### src/diag_cfg.svh
// Offsets, field positions, reset values and timing counts of the diagnostic block
// Behaviour
// Fast oscillator outside 15..17 MHz sets flag
// Selector 1h temperature source, 2h supply check
// Selector 3h alternate reference, 4h comparator path
// Selectors 5h, 6h, 9h run calibration checks
// Selectors 7h, 8h drive DAC 1772/591
// Selectors Ah, Bh zero and full scale
// Selector Ch measures level-shift amplifier offset
// Scan 4h..7h sets balance alerts and summary
// Headroom flag refreshed only during measurement
// Accuracy flags updated after oversampled acquisition
// Receive port mode checked once after reset
// Flex pack fault checked continuously
// Short test in UART mode needs the enable bit
// Test drives pin low on alert, else high
// Short test ignores serial configuration mode
// SPI mode uses drive-init bit instead
// Host sets open select and comparator scan
// Open test flags cells below threshold
// Bipolar cells skipped, flag stays clear
// Host enables test currents and level
// Temperature result stored in bits 15:2
// Temperature conversion waits 39 us settling
// Die temperature monitor paused while requested
// Selectors independent; zero runs nothing
`ifndef DIAG_CFG_SVH
`define DIAG_CFG_SVH
`define CTRL_OFS 8'h00
`define CMD_OFS 8'h04
`define THRESH_OFS 8'h08
`define CELLCFG_OFS 8'h0c
`define SECOND_STATUS_REG_OFS 8'h10
`define FAULT1_OFS 8'h14
`define RESULT_A_OFS 8'h18
`define RESULT_B_OFS 8'h1c
`define COMP_ALERT_OFS 8'h20
`define BAL_ALERT_OFS 8'h24
`define CTRL_WIDTH 22
`define CTRL_RESET 22'h000000
`define THRESH_RESET 10'h000
`define FAST_OSC_BIT 5
`define F1_HDRM_BIT 0
`define F1_BALSUM_BIT 1
`define F1_FLEX_BIT 2
`define F1_ACCOV_BIT 3
`define F1_ACCUV_BIT 4
`define F1_PORTU_BIT 5
`define F1_PORTL_BIT 6
`define CTRL_CELLS_BIT 16
`define SEL_NONE 4'h0
`define SEL_TEMP 4'h1
`define SCAN_COMP 3'h2
`define FAST_OSC_MIN_KHZ 16'd15000
`define FAST_OSC_MAX_KHZ 16'd17000
`define CLK_PERIOD_NS 50
`define DIE_SETTLE_NS 39000
`endif

### src/diag_pkg.sv
// Types shared by the diagnostic control block
package diag_pkg;
    typedef logic [3:0] sel_t;
    typedef enum logic [2:0] {
        SEQ_IDLE = 3'b000,
        SEQ_SETTLE = 3'b001,
        SEQ_CONV_A = 3'b010,
        SEQ_CONV_B = 3'b011,
        SEQ_FIN = 3'b100
    } seq_e;
    typedef struct packed {
        logic [3:0] testCurrentLevel;
        logic [1:0] serialConfigMode;
        logic interfaceSelect;
        logic spiDriveInitBit;
        logic userAlertBit;
        logic alertShortTestEnable;
        logic openDiagSelect;
        logic [2:0] scanConfigField;
        sel_t diagSelectorB;
        sel_t diagSelectorA;
    } ctrl_s;
    typedef struct packed {
        logic valid;
        logic [3:0] idx;
        logic [9:0] data;
    } comp_s;
endpackage

### src/built_in_diagnostic_control.sv
// Diagnostic selection, fault flags and alert pin test with a Wishbone register slave
//
// Local design decisions: the placing of the registers and the Wishbone slave port.
`include "diag_cfg.svh"
module built_in_diagnostic_control #(
    parameter int NUM_CELLS = 14
) (
    input wire logic clock,
    input wire logic resetn,
    input wire logic wb_cyc_i,
    input wire logic wb_stb_i,
    input wire logic wb_we_i,
    input wire logic [7:0] wb_adr_i,
    input wire logic [3:0] wb_sel_i,
    input wire logic [31:0] wb_dat_i,
    output logic [31:0] wb_dat_o,
    output logic wb_ack_o,
    input wire logic [15:0] oscKhz,
    input wire logic oscKhzValid,
    input wire logic convDone,
    input wire logic [13:0] convData,
    output logic convReq,
    output diag_pkg::sel_t convSel,
    output logic measActive,
    output diag_pkg::ctrl_s ctrlOut,
    output logic [NUM_CELLS-1:0] testCurrentEn,
    output logic dieTempMonitorEn,
    input wire diag_pkg::comp_s compIn,
    input wire logic balSwValid,
    input wire logic [NUM_CELLS-1:0] balSwFault,
    input wire logic hvHeadroomLow,
    input wire logic oversampleDone,
    input wire logic accOverIn,
    input wire logic accUnderIn,
    input wire logic rxUpperOk,
    input wire logic rxLowerOk,
    input wire logic flexPackFaultIn,
    input wire logic alertPresent,
    output logic alert_output_pin,
    output logic alertOutEn
);
    import diag_pkg::*;

    localparam int SETTLE_CYC = (`DIE_SETTLE_NS + `CLK_PERIOD_NS - 1) / `CLK_PERIOD_NS;
    localparam int CW = $clog2(SETTLE_CYC + 1);

    // Reject cell counts the register layout cannot hold
    if (NUM_CELLS < 1 || NUM_CELLS > 16) begin : g_bad_cells
        $error("NUM_CELLS must be 1 to 16");
    end

    // Byte-lane merge of a write into a stored word
    function automatic logic [31:0] laneMask(input logic [3:0] sel);
        laneMask = {{8{sel[3]}}, {8{sel[2]}}, {8{sel[1]}}, {8{sel[0]}}};
    endfunction

    // Address compare alone; the live write cycle is qualified through wmask
    function automatic logic hit(input logic [7:0] adr, input logic [7:0] ofs);
        hit = (adr == ofs);
    endfunction

    ctrl_s ctrl_ff, nxt_ctrl_ff;
    logic [9:0] thresh_ff, nxt_thresh_ff;
    logic [NUM_CELLS-1:0] bipolar_ff, nxt_bipolar_ff;
    logic [NUM_CELLS-1:0] tstEn_ff, nxt_tstEn_ff;
    logic ack_ff, nxt_ack_ff;
    logic [31:0] rdat_ff, nxt_rdat_ff;
    logic fastOsc_ff, nxt_fastOsc_ff;
    logic [6:0] fault1_ff, nxt_fault1_ff;
    logic [NUM_CELLS-1:0] compAlert_ff, nxt_compAlert_ff;
    logic [NUM_CELLS-1:0] balAlert_ff, nxt_balAlert_ff;
    logic portChecked_ff, nxt_portChecked_ff;
    logic alert_output_pin_ff, nxt_alert_output_pin_ff;
    logic alertOutEn_ff, nxt_alertOutEn_ff;
    logic tempMon_ff, nxt_tempMon_ff;
    seq_e state_ff, nxt_state_ff;
    logic [CW-1:0] cnt_ff, nxt_cnt_ff;
    logic convReq_ff, nxt_convReq_ff;
    sel_t convSel_ff, nxt_convSel_ff;
    logic measAct_ff, nxt_measAct_ff;
    logic [15:0] resA_ff, nxt_resA_ff;
    logic [15:0] resB_ff, nxt_resB_ff;
    logic [NUM_CELLS-1:0] openHit;
    logic [31:0] wmask, wclr;
    logic wrStb, startWr, needTemp, anyAlert, testMode;

    // Open-cell comparison, one lane per cell
    genvar gi;
    for (gi = 0; gi < NUM_CELLS; gi++) begin : g_open
        // below threshold flags
        // bipolar cells skipped
        assign openHit[gi] = compIn.valid && (compIn.idx == 4'(gi)) && ctrl_ff.openDiagSelect
            && (ctrl_ff.scanConfigField == `SCAN_COMP) && !bipolar_ff[gi]
            && (compIn.data < thresh_ff);
    end

    // Bus decode helpers
    // Writes take effect at the edge where the master samples ack
    assign wrStb = wb_cyc_i && wb_stb_i && wb_we_i && ack_ff;
    assign wmask = wrStb ? laneMask(wb_sel_i) : 32'h00000000;
    assign wclr = wb_dat_i & wmask;
    assign startWr = hit(wb_adr_i, `CMD_OFS) && wclr[0] && (state_ff == SEQ_IDLE);
    // temperature request
    assign needTemp = (ctrl_ff.diagSelectorA == `SEL_TEMP) || (ctrl_ff.diagSelectorB == `SEL_TEMP);
    // serial config mode not used
    assign testMode = ctrl_ff.interfaceSelect ? ctrl_ff.alertShortTestEnable
                                              : ctrl_ff.spiDriveInitBit;
    assign anyAlert = alertPresent || ctrl_ff.userAlertBit || fastOsc_ff || (|fault1_ff)
        || (|compAlert_ff) || (|balAlert_ff);

    // Register file, bus answer and read mux
    always_comb begin
        nxt_ctrl_ff = ctrl_ff;
        nxt_thresh_ff = thresh_ff;
        nxt_bipolar_ff = bipolar_ff;
        nxt_tstEn_ff = tstEn_ff;
        nxt_ack_ff = wb_cyc_i && wb_stb_i && !ack_ff;
        nxt_rdat_ff = 32'h00000000;
        if (hit(wb_adr_i, `CTRL_OFS)) begin
            nxt_ctrl_ff = ctrl_s'(22'((32'(ctrl_ff) & ~wmask) | (wb_dat_i & wmask)));
        end
        if (hit(wb_adr_i, `THRESH_OFS)) begin
            nxt_thresh_ff = (thresh_ff & ~wmask[9:0]) | (wb_dat_i[9:0] & wmask[9:0]);
        end
        if (hit(wb_adr_i, `CELLCFG_OFS)) begin
            nxt_bipolar_ff = (bipolar_ff & ~wmask[NUM_CELLS-1:0])
                | (wb_dat_i[NUM_CELLS-1:0] & wmask[NUM_CELLS-1:0]);
            // host test current enables
            nxt_tstEn_ff = (tstEn_ff & ~wmask[`CTRL_CELLS_BIT +: NUM_CELLS])
                | (wb_dat_i[`CTRL_CELLS_BIT +: NUM_CELLS] & wmask[`CTRL_CELLS_BIT +: NUM_CELLS]);
        end
        case (wb_adr_i)
            `CTRL_OFS: nxt_rdat_ff = 32'(ctrl_ff);
            `CMD_OFS: nxt_rdat_ff = 32'(state_ff != SEQ_IDLE);
            `THRESH_OFS: nxt_rdat_ff = 32'(thresh_ff);
            `CELLCFG_OFS: nxt_rdat_ff = 32'(bipolar_ff) | (32'(tstEn_ff) << `CTRL_CELLS_BIT);
            `SECOND_STATUS_REG_OFS: nxt_rdat_ff = 32'(fastOsc_ff) << `FAST_OSC_BIT;
            `FAULT1_OFS: nxt_rdat_ff = 32'(fault1_ff);
            `RESULT_A_OFS: nxt_rdat_ff = 32'(resA_ff);
            `RESULT_B_OFS: nxt_rdat_ff = 32'(resB_ff);
            `COMP_ALERT_OFS: nxt_rdat_ff = 32'(compAlert_ff);
            `BAL_ALERT_OFS: nxt_rdat_ff = 32'(balAlert_ff);
            default: nxt_rdat_ff = 32'h00000000;
        endcase
    end

    always_ff @(posedge clock or negedge resetn) begin
        if (!resetn) begin
            ctrl_ff <= ctrl_s'(`CTRL_RESET);
            thresh_ff <= `THRESH_RESET;
            bipolar_ff <= '0;
            tstEn_ff <= '0;
            ack_ff <= 1'b0;
            rdat_ff <= 32'h00000000;
        end else begin
            ctrl_ff <= nxt_ctrl_ff;
            thresh_ff <= nxt_thresh_ff;
            bipolar_ff <= nxt_bipolar_ff;
            tstEn_ff <= nxt_tstEn_ff;
            ack_ff <= nxt_ack_ff;
            rdat_ff <= nxt_rdat_ff;
        end
    end

    // Sticky fault flags; a set in the clearing cycle wins
    always_comb begin
        nxt_fastOsc_ff = fastOsc_ff;
        nxt_fault1_ff = fault1_ff;
        nxt_compAlert_ff = compAlert_ff;
        nxt_balAlert_ff = balAlert_ff;
        nxt_portChecked_ff = 1'b1;
        if (hit(wb_adr_i, `SECOND_STATUS_REG_OFS)) begin
            nxt_fastOsc_ff = fastOsc_ff & ~wclr[`FAST_OSC_BIT];
        end
        if (hit(wb_adr_i, `FAULT1_OFS)) begin
            nxt_fault1_ff = fault1_ff & ~wclr[6:0];
        end
        if (hit(wb_adr_i, `COMP_ALERT_OFS)) begin
            nxt_compAlert_ff = compAlert_ff & ~wclr[NUM_CELLS-1:0];
        end
        if (hit(wb_adr_i, `BAL_ALERT_OFS)) begin
            nxt_balAlert_ff = balAlert_ff & ~wclr[NUM_CELLS-1:0];
        end
        // oscillator window
        if (oscKhzValid && (oscKhz < `FAST_OSC_MIN_KHZ || oscKhz > `FAST_OSC_MAX_KHZ)) begin
            nxt_fastOsc_ff = 1'b1;
        end
        // headroom during measurement
        if (measActive && hvHeadroomLow) begin
            nxt_fault1_ff[`F1_HDRM_BIT] = 1'b1;
        end
        // after oversampled acquisition
        if (oversampleDone) begin
            nxt_fault1_ff[`F1_ACCOV_BIT] = fault1_ff[`F1_ACCOV_BIT] | accOverIn;
            nxt_fault1_ff[`F1_ACCUV_BIT] = fault1_ff[`F1_ACCUV_BIT] | accUnderIn;
        end
        // continuous flex pack check
        if (flexPackFaultIn) begin
            nxt_fault1_ff[`F1_FLEX_BIT] = 1'b1;
        end
        // receive mode after reset
        if (!portChecked_ff) begin
            nxt_fault1_ff[`F1_PORTU_BIT] = !rxUpperOk;
            nxt_fault1_ff[`F1_PORTL_BIT] = !rxLowerOk;
        end
        // balancing switch scans
        if (balSwValid && ctrl_ff.scanConfigField[2]) begin
            nxt_balAlert_ff = nxt_balAlert_ff | balSwFault;
            nxt_fault1_ff[`F1_BALSUM_BIT] = nxt_fault1_ff[`F1_BALSUM_BIT] | (|balSwFault);
        end
        nxt_compAlert_ff = nxt_compAlert_ff | openHit;
    end

    always_ff @(posedge clock or negedge resetn) begin
        if (!resetn) begin
            fastOsc_ff <= 1'b0;
            fault1_ff <= 7'h00;
            compAlert_ff <= '0;
            balAlert_ff <= '0;
            portChecked_ff <= 1'b0;
        end else begin
            fastOsc_ff <= nxt_fastOsc_ff;
            fault1_ff <= nxt_fault1_ff;
            compAlert_ff <= nxt_compAlert_ff;
            balAlert_ff <= nxt_balAlert_ff;
            portChecked_ff <= nxt_portChecked_ff;
        end
    end

    // Alert pin test and die temperature monitor gate
    always_comb begin
        nxt_alertOutEn_ff = 1'b0;
        nxt_alert_output_pin_ff = 1'b1;
        // UART enable bit
        // SPI drive-init bit
        if (testMode) begin
            nxt_alertOutEn_ff = 1'b1;
            // low on alert
            nxt_alert_output_pin_ff = !anyAlert;
        end
        // monitor paused
        nxt_tempMon_ff = !needTemp;
    end

    always_ff @(posedge clock or negedge resetn) begin
        if (!resetn) begin
            alert_output_pin_ff <= 1'b1;
            alertOutEn_ff <= 1'b0;
            tempMon_ff <= 1'b1;
        end else begin
            alert_output_pin_ff <= nxt_alert_output_pin_ff;
            alertOutEn_ff <= nxt_alertOutEn_ff;
            tempMon_ff <= nxt_tempMon_ff;
        end
    end

    // Acquisition sequencer: settle, then selector A, then selector B
    always_comb begin
        nxt_state_ff = state_ff;
        nxt_cnt_ff = cnt_ff;
        nxt_convReq_ff = convReq_ff;
        nxt_convSel_ff = convSel_ff;
        nxt_resA_ff = resA_ff;
        nxt_resB_ff = resB_ff;
        case (state_ff)
            SEQ_IDLE: begin
                nxt_cnt_ff = '0;
                if (startWr) begin
                    nxt_state_ff = SEQ_SETTLE;
                end
            end
            SEQ_SETTLE: begin
                // settling before temperature
                if (needTemp && cnt_ff < CW'(SETTLE_CYC)) begin
                    nxt_cnt_ff = cnt_ff + 1'b1;
                end else begin
                    nxt_state_ff = SEQ_CONV_A;
                end
            end
            SEQ_CONV_A: begin
                // zero selector skipped
                if (ctrl_ff.diagSelectorA == `SEL_NONE) begin
                    nxt_state_ff = SEQ_CONV_B;
                end else if (convReq_ff && convDone) begin
                    // result in 15:2
                    nxt_resA_ff = {convData, 2'b00};
                    nxt_convReq_ff = 1'b0;
                    nxt_state_ff = SEQ_CONV_B;
                end else begin
                    // selector code to front end
                    nxt_convReq_ff = 1'b1;
                    nxt_convSel_ff = ctrl_ff.diagSelectorA;
                end
            end
            SEQ_CONV_B: begin
                // independent selector
                if (ctrl_ff.diagSelectorB == `SEL_NONE) begin
                    nxt_state_ff = SEQ_FIN;
                end else if (convReq_ff && convDone) begin
                    nxt_resB_ff = {convData, 2'b00};
                    nxt_convReq_ff = 1'b0;
                    nxt_state_ff = SEQ_FIN;
                end else begin
                    nxt_convReq_ff = 1'b1;
                    nxt_convSel_ff = ctrl_ff.diagSelectorB;
                end
            end
            SEQ_FIN: nxt_state_ff = SEQ_IDLE;
            default: nxt_state_ff = SEQ_IDLE;
        endcase
        // Busy level kept in a flop of its own for the output port
        nxt_measAct_ff = (nxt_state_ff != SEQ_IDLE);
    end

    always_ff @(posedge clock or negedge resetn) begin
        if (!resetn) begin
            state_ff <= SEQ_IDLE;
            cnt_ff <= '0;
            convReq_ff <= 1'b0;
            convSel_ff <= `SEL_NONE;
            resA_ff <= 16'h0000;
            resB_ff <= 16'h0000;
            measAct_ff <= 1'b0;
        end else begin
            state_ff <= nxt_state_ff;
            cnt_ff <= nxt_cnt_ff;
            convReq_ff <= nxt_convReq_ff;
            convSel_ff <= nxt_convSel_ff;
            resA_ff <= nxt_resA_ff;
            resB_ff <= nxt_resB_ff;
            measAct_ff <= nxt_measAct_ff;
        end
    end

    // Outputs straight from flops
    assign wb_dat_o = rdat_ff;
    assign wb_ack_o = ack_ff;
    assign convReq = convReq_ff;
    assign convSel = convSel_ff;
    assign measActive = measAct_ff;
    assign ctrlOut = ctrl_ff;
    assign testCurrentEn = tstEn_ff;
    assign dieTempMonitorEn = tempMon_ff;
    assign alert_output_pin = alert_output_pin_ff;
    assign alertOutEn = alertOutEn_ff;
endmodule

### config.mk
export PLATFORM = sky130hd
export DESIGN_NAME = built_in_diagnostic_control
export DESIGN_NICKNAME = d
export VERILOG_FILES = /design/src/diag_pkg.sv /design/src/built_in_diagnostic_control.sv
export VERILOG_INCLUDE_DIRS = /design/src
export SDC_FILE = /design/constraint.sdc
export NUM_CORES = 1
export LEC_CHECK = 0
export BUFFER_PORTS_ARGS = -buffer_cell sky130_fd_sc_hd__buf_4
export CAP_MARGIN = 20
export CORE_MARGIN = 3
export CORE_UTILIZATION = 49
export DETAILED_ROUTE_END_ITERATION = 10
export GPL_TIMING_DRIVEN = 1
export PLACE_DENSITY = 0.76
export SLEW_MARGIN = 20
export SYNTH_ARGS = -nofsm -noshare
export SYNTH_HDL_FRONTEND = slang
export SYNTH_SLANG_ARGS = --single-unit
### constraint.sdc
create_clock -name clock -period 2 [get_ports clock]
set_input_delay 0.2 -clock clock [delete_from_list [all_inputs] [get_ports clock]]
set_output_delay 0.2 -clock clock [all_outputs]
set_load 0.02 [all_outputs]
# ---- Yosys cells after proc, flatten, opt, wreduce, memory -nomap -nowiden
# Index checks and enable logic that the tools add are counted.
dict set report word_totals {
  regBits 180
  input_bits 119
  output_inout_bits 78
  elab_cells 267
}
dict set report classes {
  n_addsub 1
  n_lt_le_gt_ge 4
  eq_ne 34
  n_mux 34
  n_bitwise 31
  n_reduce_logical 129
}
# operator n
set op_table {}
lappend op_table {{30-bit case mux with 10 select lines} 1}
lappend op_table {{14-bit bitwise AND} 6}
lappend op_table {{1-bit logical AND} 81}
lappend op_table {{14-bit OR} 4}
lappend op_table {{22-bit bitwise AND} 2}
lappend op_table {{14-bit two-way mux} 3}
lappend op_table {{14-bit inverter} 3}
lappend op_table {{14-bit OR reduction} 3}
lappend op_table {{8-bit by 5-bit equality test with 1-bit output, second input constant} 4}
lappend op_table {{30-bit two-way mux} 1}
lappend op_table {{14-bit by 30-bit OR with 30-bit output} 1}
lappend op_table {{4-bit equality test, second input constant} 6}
lappend op_table {{22-bit inverter} 1}
lappend op_table {{22-bit OR} 1}
lappend op_table {{10-bit bitwise AND} 2}
lappend op_table {{10-bit case mux with 2 select lines} 1}
lappend op_table {{1-bit zero test} 19}
lappend op_table {{3-bit two-way mux} 6}
lappend op_table {{4-bit by 3-bit equality test with 1-bit output, second input constant} 4}
lappend op_table {{8-bit by 4-bit equality test with 1-bit output, second input constant} 2}
lappend op_table {{8-bit by 6-bit equality test with 1-bit output, second input constant} 2}
lappend op_table {{16-bit by 15-bit > comparator with 1-bit output, second input constant} 1}
lappend op_table {{16-bit by 14-bit < comparator with 1-bit output, second input constant} 1}
lappend op_table {{4-bit two-way mux} 4}
lappend op_table {{other kinds (34)} 74}

# ---- Logic depth before layout (Yosys ltp)
# Gate-level depths: netlist of run 1.
dict set report logic_depth {
  ltp_word 10
  mapped_depth 7
  mapped_depth_nobuf 6
}

# ---- Least setup slack after synthesis of run 1
# No wires, ideal clock.
dict set report synth_timing {
  path_type {register -> register}
  from {reg with a tool-made name}
  to {reg compAlert_ff[4]}
  setup_time_ns 0.083
  arrival_time_ns 1.805
  required_ns 1.917
  setup_slack_ns 0.111
  path_stages_with_launch 8
  path_buffers 1
  synth_period_minus_slack_ns 1.889
  cell_sequence {dfrtp_1 -> inv_1 -> ha_1 -> a21o_1 -> a211oi_1 -> clkbuf_1 -> o2111ai_1 -> o21ai_0}
}
# item line_no
set synth_rtl {}
lappend synth_rtl {{to (signal assigned)} built_in_diagnostic_control.sv:224} ;# compAlert_ff <= nxt_compAlert_ff;
lappend synth_rtl {{to (decl)} built_in_diagnostic_control.sv:70} ;# logic [NUM_CELLS-1:0] compAlert_ff, nxt_compAlert_ff;

==> results of run 1 <==
cell type report:
cell class              instances  area [um^2]  share of cell area, %
clock inverters                11          153                   1.32
multi-input cells             494         3960                   34.2
repair buffers                270         2170                   18.8
well taps                     225          282                   2.43
clock buffers                  21          460                   3.97
inverters                      28          105                  0.907
flip-flops and latches        178         4460                   38.5
per-stage QoR:
stage | hold WS (ps) | worst slack, ps | TNS (ps) | instance area, um^2
finish | 2.94 | 96.6 | 0 | 11600
global route | 3.28 | -39.2 | -39.2 | 11600
CTS | 0.185 | 62.2 | 0 | 11600
detailed placement | 192 | 63.2 | 0 | 10600
global placement | 190 | 98.9 | 0 | 10600
floorplan | -95.6 | 111 | 0 | 8670
final timing paths:
path / start / to / slack, ps / cells after the start
min: wb_dat_i[19] / flop / 3 / 2
max: flop / convSel[0] / 100 / 6
min in group asynchronous: resetn / async pin / 290 / 2
min reg2reg: resA_ff[14] / wb_dat_o[14] / 470 / 2
max reg2reg: flop / convSel[0] / 100 / 6
max in group asynchronous: resetn / dieTempMonitorEn / 1020 / 3
logic make-up (layout without fill, tap and decap cells):
| logic type | Yosys count | count (layout) | synth area share (%) |
|---|---|---|---|
| simple gates | 203 | 203 | 15.1 |
| flops | 178 | 178 | 51.4 |
| compound gates | 165 | 165 | 13.5 |
| mux | 113 | 113 | 15.2 |
| buf+inv | 62 | 330 | 3.29 |
| fa+ha+maj | 10 | 10 | 1.44 |
| other cells | 2 | 3 | 0.0866 |
layout by cell type, fill, tap and decap left out, drive strengths merged, types with 5 or more instances in the layout:
cell type | netlist | final
mux2 | 89 | 89
dfrtp | 176 | 176
nor4b | 8 | 8
and3 | 13 | 13
nand3 | 8 | 8
dlygate4sd3 | 0 | 37
a21oi | 14 | 14
nand3b | 6 | 6
o211ai | 10 | 10
ha | 10 | 10
nand2b | 6 | 6
nor2 | 19 | 19
and2 | 6 | 6
o21ai | 45 | 45
nor3 | 14 | 14
or3 | 5 | 5
nand2 | 54 | 54
clkbuf | 17 | 21
nand4 | 11 | 11
a22oi | 20 | 20
or4 | 8 | 8
mux2i | 23 | 23
inv | 28 | 30
nor4 | 27 | 27
o2111ai | 11 | 11
a22o | 28 | 28
buf | 17 | 233
critical path: stages (launching register included):
cell and delay, ps:
dfrtp_1 410, buf_4 170, nor4_1 260, buf_4 170
o22a_1 220, nand2b_2 200, mux2_2 350
layer usage:
layer / GRT usage (%) / routed length [um] / part of all wire, %
met1: 38.5 / 11400 / 41
met2: 44.8 / 13300 / 48
met3: 5.79 / 2130 / 7.7
met4: 9.42 / 797 / 2.9
met5: 0 / 0 / 0
cells in the mapped netlist, types with 3 or more instances:
library cell	count	share of area, %
nand2_2	3	0.22
o21a_1	3	0.26
or4_1	6	0.52
mux2_2	72	9.4
a32oi_1	3	0.30
and3_1	13	0.94
a22o_1	28	2.8
inv_1	28	1.2
nand4_1	11	0.79
nor2_1	16	0.69
mux2i_1	23	2.7
and2_1	5	0.36
and4_1	4	0.40
nor4_1	25	1.8
clkbuf_1	16	0.69
a22oi_1	20	1.7
buf_2	8	0.46
nor4b_2	6	1.0
a21oi_1	14	0.81
buf_4	7	0.61
mux2_4	16	2.8
dfrtp_1	176	51
o211ai_1	10	0.87
nand2b_1	6	0.43
ha_1	10	1.4
a21o_1	4	0.35
o2111ai_1	11	1.1
nor3_1	13	0.75
nand2_1	48	2.1
or3_1	5	0.36
o31ai_1	4	0.35
o21ai_0	45	2.6
nand3b_1	6	0.52
nand3_1	8	0.46
nor2b_1	3	0.22
a211oi_1	3	0.26
power by group through the flow:
| stage | combinational, uW | clock, uW | sequential, uW |
|---|---|---|---|
| finish | 909 | 3480 | 3750 |
| CTS | 901 | 3500 | 3750 |
| global placement | 814 | 0 | 3810 |
| floorplan | 386 | 0 | 3780 |
| global route | 992 | 3680 | 3760 |
| detailed placement | 833 | 0 | 3810 |
timing repair:
| item | in CTS | in global routing |
|---|---|---|
| gates resized for setup | 0 | 4 |
| hold buffers | 36 | 1 |
| endpoints found under the hold margin | 87 | 1 |
| endpoints found under the setup margin | 0 | 7 |
==> impl_metrics.ini, run 1 <==
[layout]
n_antenna_cell = 0
stdcell_count = 1227
fill_cells = 1329
drive_gt1_share_pct = 38.1
syn2layout_area_growth_pct = 33.7
post-route-util_pct = 67.0
nets = 1118

[sta]
slew_headroom_pct = 52.8
tightest_slew_ps = 698
setup_viol_count_final = 0
finalCriticalPeriod_ps = 1900
finalCritPeriodShare_pct = 95.2
fmax_mhz = 525
fin_worst_skew_ps = 8.30
drv_slew = 0
hold_viol_final = 0

[yosys]
ys_ff_latch = 178
synthCells = 733
yosys_most_used_dff = dfrtp_1
syn_avg_cell_area_um2 = 11.8
synth-edff-count = 0
synth_area_um2 = 8670
synth_warnings = 0
yosysUniqueCellTypes = 76
synthArstFlopShare_pct = 100
seq_area_frac_synth_pct = 51.4

[detailed_routing]
drt-wirelength-per-cell_um = 22.5
wirelength_mm = 27.6
drt_first_pass_iters = 5
antenna_left = 0
vias_per_cell = 6.04
drc_errors = 0
vias = 7417
drt_iter0_markers = 757

[clock_tree]
post_cts_buffers = 0
numCtsBuffers = 17
clock_sinks = 178
insertion_delay_ps = 440
clkTransAtPathRegs_ps = 70
ctsLongestPathBuffers = 2
cts-root-buf = clkbuf_16
cts_htree_levels = 4
cts_tree = built

[grt]
grt_overflow = 0
antenna_found_initial = 0
gr-usage-all-layers_pct = 28.0
grt_pass1_wl_mm = 42.4
first_global_vias = 7492
grt_max_degree = 55

[place]
dp_cells = 1158
dp_hpwl_mm = 20.2
gp_congestion = 0.967
portBuffers = 192

[run_status]
run_status = finished, final reports clean

[power_and_ir_drop]
p_sw_uw = 2010
p_sw_share_pct = 24.7
internal_power_uw = 6130
ir_drop_mv = 0.510
seq_power_share_pct = 46.1
power_uw = 8140
power.density_nw_per_um2 = 703
p_leak_uw = 0.00570
power_frac_comb_pct = 11.2
p_clk_share_pct = 42.8

[critical_path]
critPathMaxFanout = 5
worstSetupPathType = flop to flop
endpoint_kind = flop
arrival_ps = 2220
worstSetupStartpointType = flop
required_ps = 2320

[min_path]
hold_class = primary input to flop

[floorplan]
core.rowCount = 48
die_w_um = 139
die_h_um = 139
die_area_um2 = 19300
coreArea_um2 = 17300
start_util_pct = 50.1
ios = 197

[job]
drv_cap = 0
Power figures use the tool's default switching activity.
==> run 2: changes to the inputs <==
Settings changed: CORE_ASPECT_RATIO from default to 1.2, CORE_UTILIZATION 49 to 54, PLACE_DENSITY 0.76 to 0.8.
Clock period 2 ns to 2.1 ns, I/O delays scaled along.
==> run 2 against run 1 <==
Net effect:
- worst hold slack improved by 10 ps
- clock-buffer cell count shrank 4
- utilization rose by 6.1 points
- die area is 8.8% lower
- via count up 0.43%
- setup slack improved by 74 ps
- clock skew rose by 1.2 ps
- fmax shrank 1.4%
- critical endpoint unchanged
- largest cell class unchanged
- sequential share of layout area rose by 0.54 points
- first-iteration DRC count is 3.2% lower
==> impl_metrics.ini, run 2 (same netlist as run 1, synthesis figures left out) <==
[floorplan]
ios = 197
start_util_pct = 55.4
core.rowCount = 50
die_area_um2 = 17600
die_w_um = 122
coreArea_um2 = 15600
die_h_um = 145

[critical_path]
cpMostUsedCell = buf_4
cp_num_cells = 6
slowest_stage = dfrtp_1
crit_buf_inv = 2
rrSetupSlack_ps = 170
worstSetupPathType = flop to flop
max_stage_delay_ps = 390
crit_family = simple AND/OR/NAND/NOR gates
critPathCapture = convSel[0]
endpoint_kind = flop
rr_worst_depth = 6
arrival_ps = 2260
worstSetupStartpointType = flop
critPathMaxFanout = 5
required_ps = 2430
path_cells = buf_4 -> nor4_1 -> buf_4 -> o22a_1 -> nand2b_1 -> mux2_2
rr_endpoint = convSel[0]

[power_and_ir_drop]
power_frac_comb_pct = 11.5
internal_power_uw = 5430
power.density_nw_per_um2 = 649
p_clk_share_pct = 40.4
p_leak_uw = 0.00565
ir_drop_mv = 0.544
seq_power_share_pct = 48.1
p_sw_uw = 1990
p_sw_share_pct = 26.8

[sta]
hold_viol_final = 0
fmax_mhz = 518
drv_slew = 0
hold_ws_ps = 13.3
fin_tns_setup_ps = 0
tightest_slew_ps = 668
setup_viol_count_final = 0
rsz0062_at_grt = no
slew_headroom_pct = 54.9
finalCritPeriodShare_pct = 91.9
fin_worst_skew_ps = 9.45
setup_slack_ps = 170
finalCriticalPeriod_ps = 1930

[clock_tree]
ctsResizeCount = 0
cts_htree_levels = 4
clock_sinks = 178
cts-root-buf = clkbuf_16
post_cts_buffers = 0
clkTransAtPathRegs_ps = 70
ctsLongestPathBuffers = 2
numCtsBuffers = 17
cts_tree = built
insertion_delay_ps = 440

[run_status]
run_status = finished, final reports clean

[layout]
post-route-util_pct = 73.1
fill_cells = 1091
nets = 1116
drive_gt1_share_pct = 38.4
register_area_um2 = 4460
final_common_cell = buf_4
syn2layout_area_growth_pct = 31.8
n_antenna_cell = 0
multi_input_area_um2 = 3930
final_cell_mix = 232 x buf_4, 176 x dfrtp_1, 72 x mux2_2, 48 x nand2_1, 45 x o21ai_0

[detailed_routing]
drt_first_pass_iters = 6
vias_per_cell = 6.17
vias = 7449
drt_iter0_markers = 733
drc_errors = 0
antenna_left = 0
drt-wirelength-per-cell_um = 22.4
wirelength_mm = 27.0

[grt]
antenna_found_initial = 1
grt_pass1_wl_mm = 40.8
grt_overflow = 0
first_global_vias = 7405
gr-usage-all-layers_pct = 30.4
grt_max_degree = 53

[min_path]
hold_depth = 2
hold_class = primary input to flop

[place]
gp_congestion = 0.960
dp_hpwl_mm = 19.9
portBuffers = 192
post-place-ws_ps = 204

[job]
drv_cap = 0
-- run 2: cell types whose count changed in the layout (fill, tap and decap cells not counted), sizes merged --
| cell | delta |
|---|---|
| inv | +5 |
| clkbuf | -4 |
| dlygate4sd3 | -4 |
| bufinv | -3 |
| buf | +2 |
| clkinvlp | +2 |
-- run 2: power by group through the flow --
| stage | registers, uW | clock network, uW | logic [uW] |
|---|---|---|---|
| after floorplan | 3600 | 0 | 367 |
| after global placement | 3630 | 0 | 781 |
| after detailed placement | 3630 | 0 | 797 |
| after CTS | 3560 | 3010 | 853 |
| after global routing | 3570 | 3180 | 926 |
| final | 3570 | 3000 | 855 |
-- run 2: metal layers --
metal  routed length, um  share of wire (%)  global-route usage [%]  vias up
met1               10100                 37                    38.6     3678
met5                   0                  0                       0        -
met2               13800                 51                    50.7      398
met4                1020                3.8                    13.8        0
li1                    -                  -                       -     3293
met3                2140                7.9                    6.38       80
-- run 2: worst min path at each step --
stage                             from            to  slack (ps)
after global placement          resetn     cnt_ff[7]         190
after CTS                  wb_dat_i[3]  fault1_ff[3]         0.7
after global routing       wb_dat_i[3]  fault1_ff[3]           6
final                     wb_dat_i[16]          flop          10
after detailed placement        resetn     cnt_ff[7]         190
after floorplan                 resetn     async pin         -90
-- run 2: metrics by stage --
stage	cell area, um^2	std cells	total power (uW)
4_1_cts	11400	1208	7430
2_1_floorplan	8670	734	3970
3_5_place_dp	10500	1143	4420
6_report	11400	1208	7420
3_3_place_gp	10500	1143	4410
5_1_grt	11400	1208	7670
-- run 2: timing repair --
item | CTS | global route
hold endpoints to repair | 82 | 0
setup endpoints to repair | 0 | 0
hold buffers | 33 | 0
-- run 2: area by class of cell --
class,instances,area share (%)
sequential,178,39.0
clock buffer,17,3.72
multi-input combinational,494,34.4
timing repair buffer,268,18.6
inverter,28,0.920
clock inverter,15,1.09
tap,208,2.28
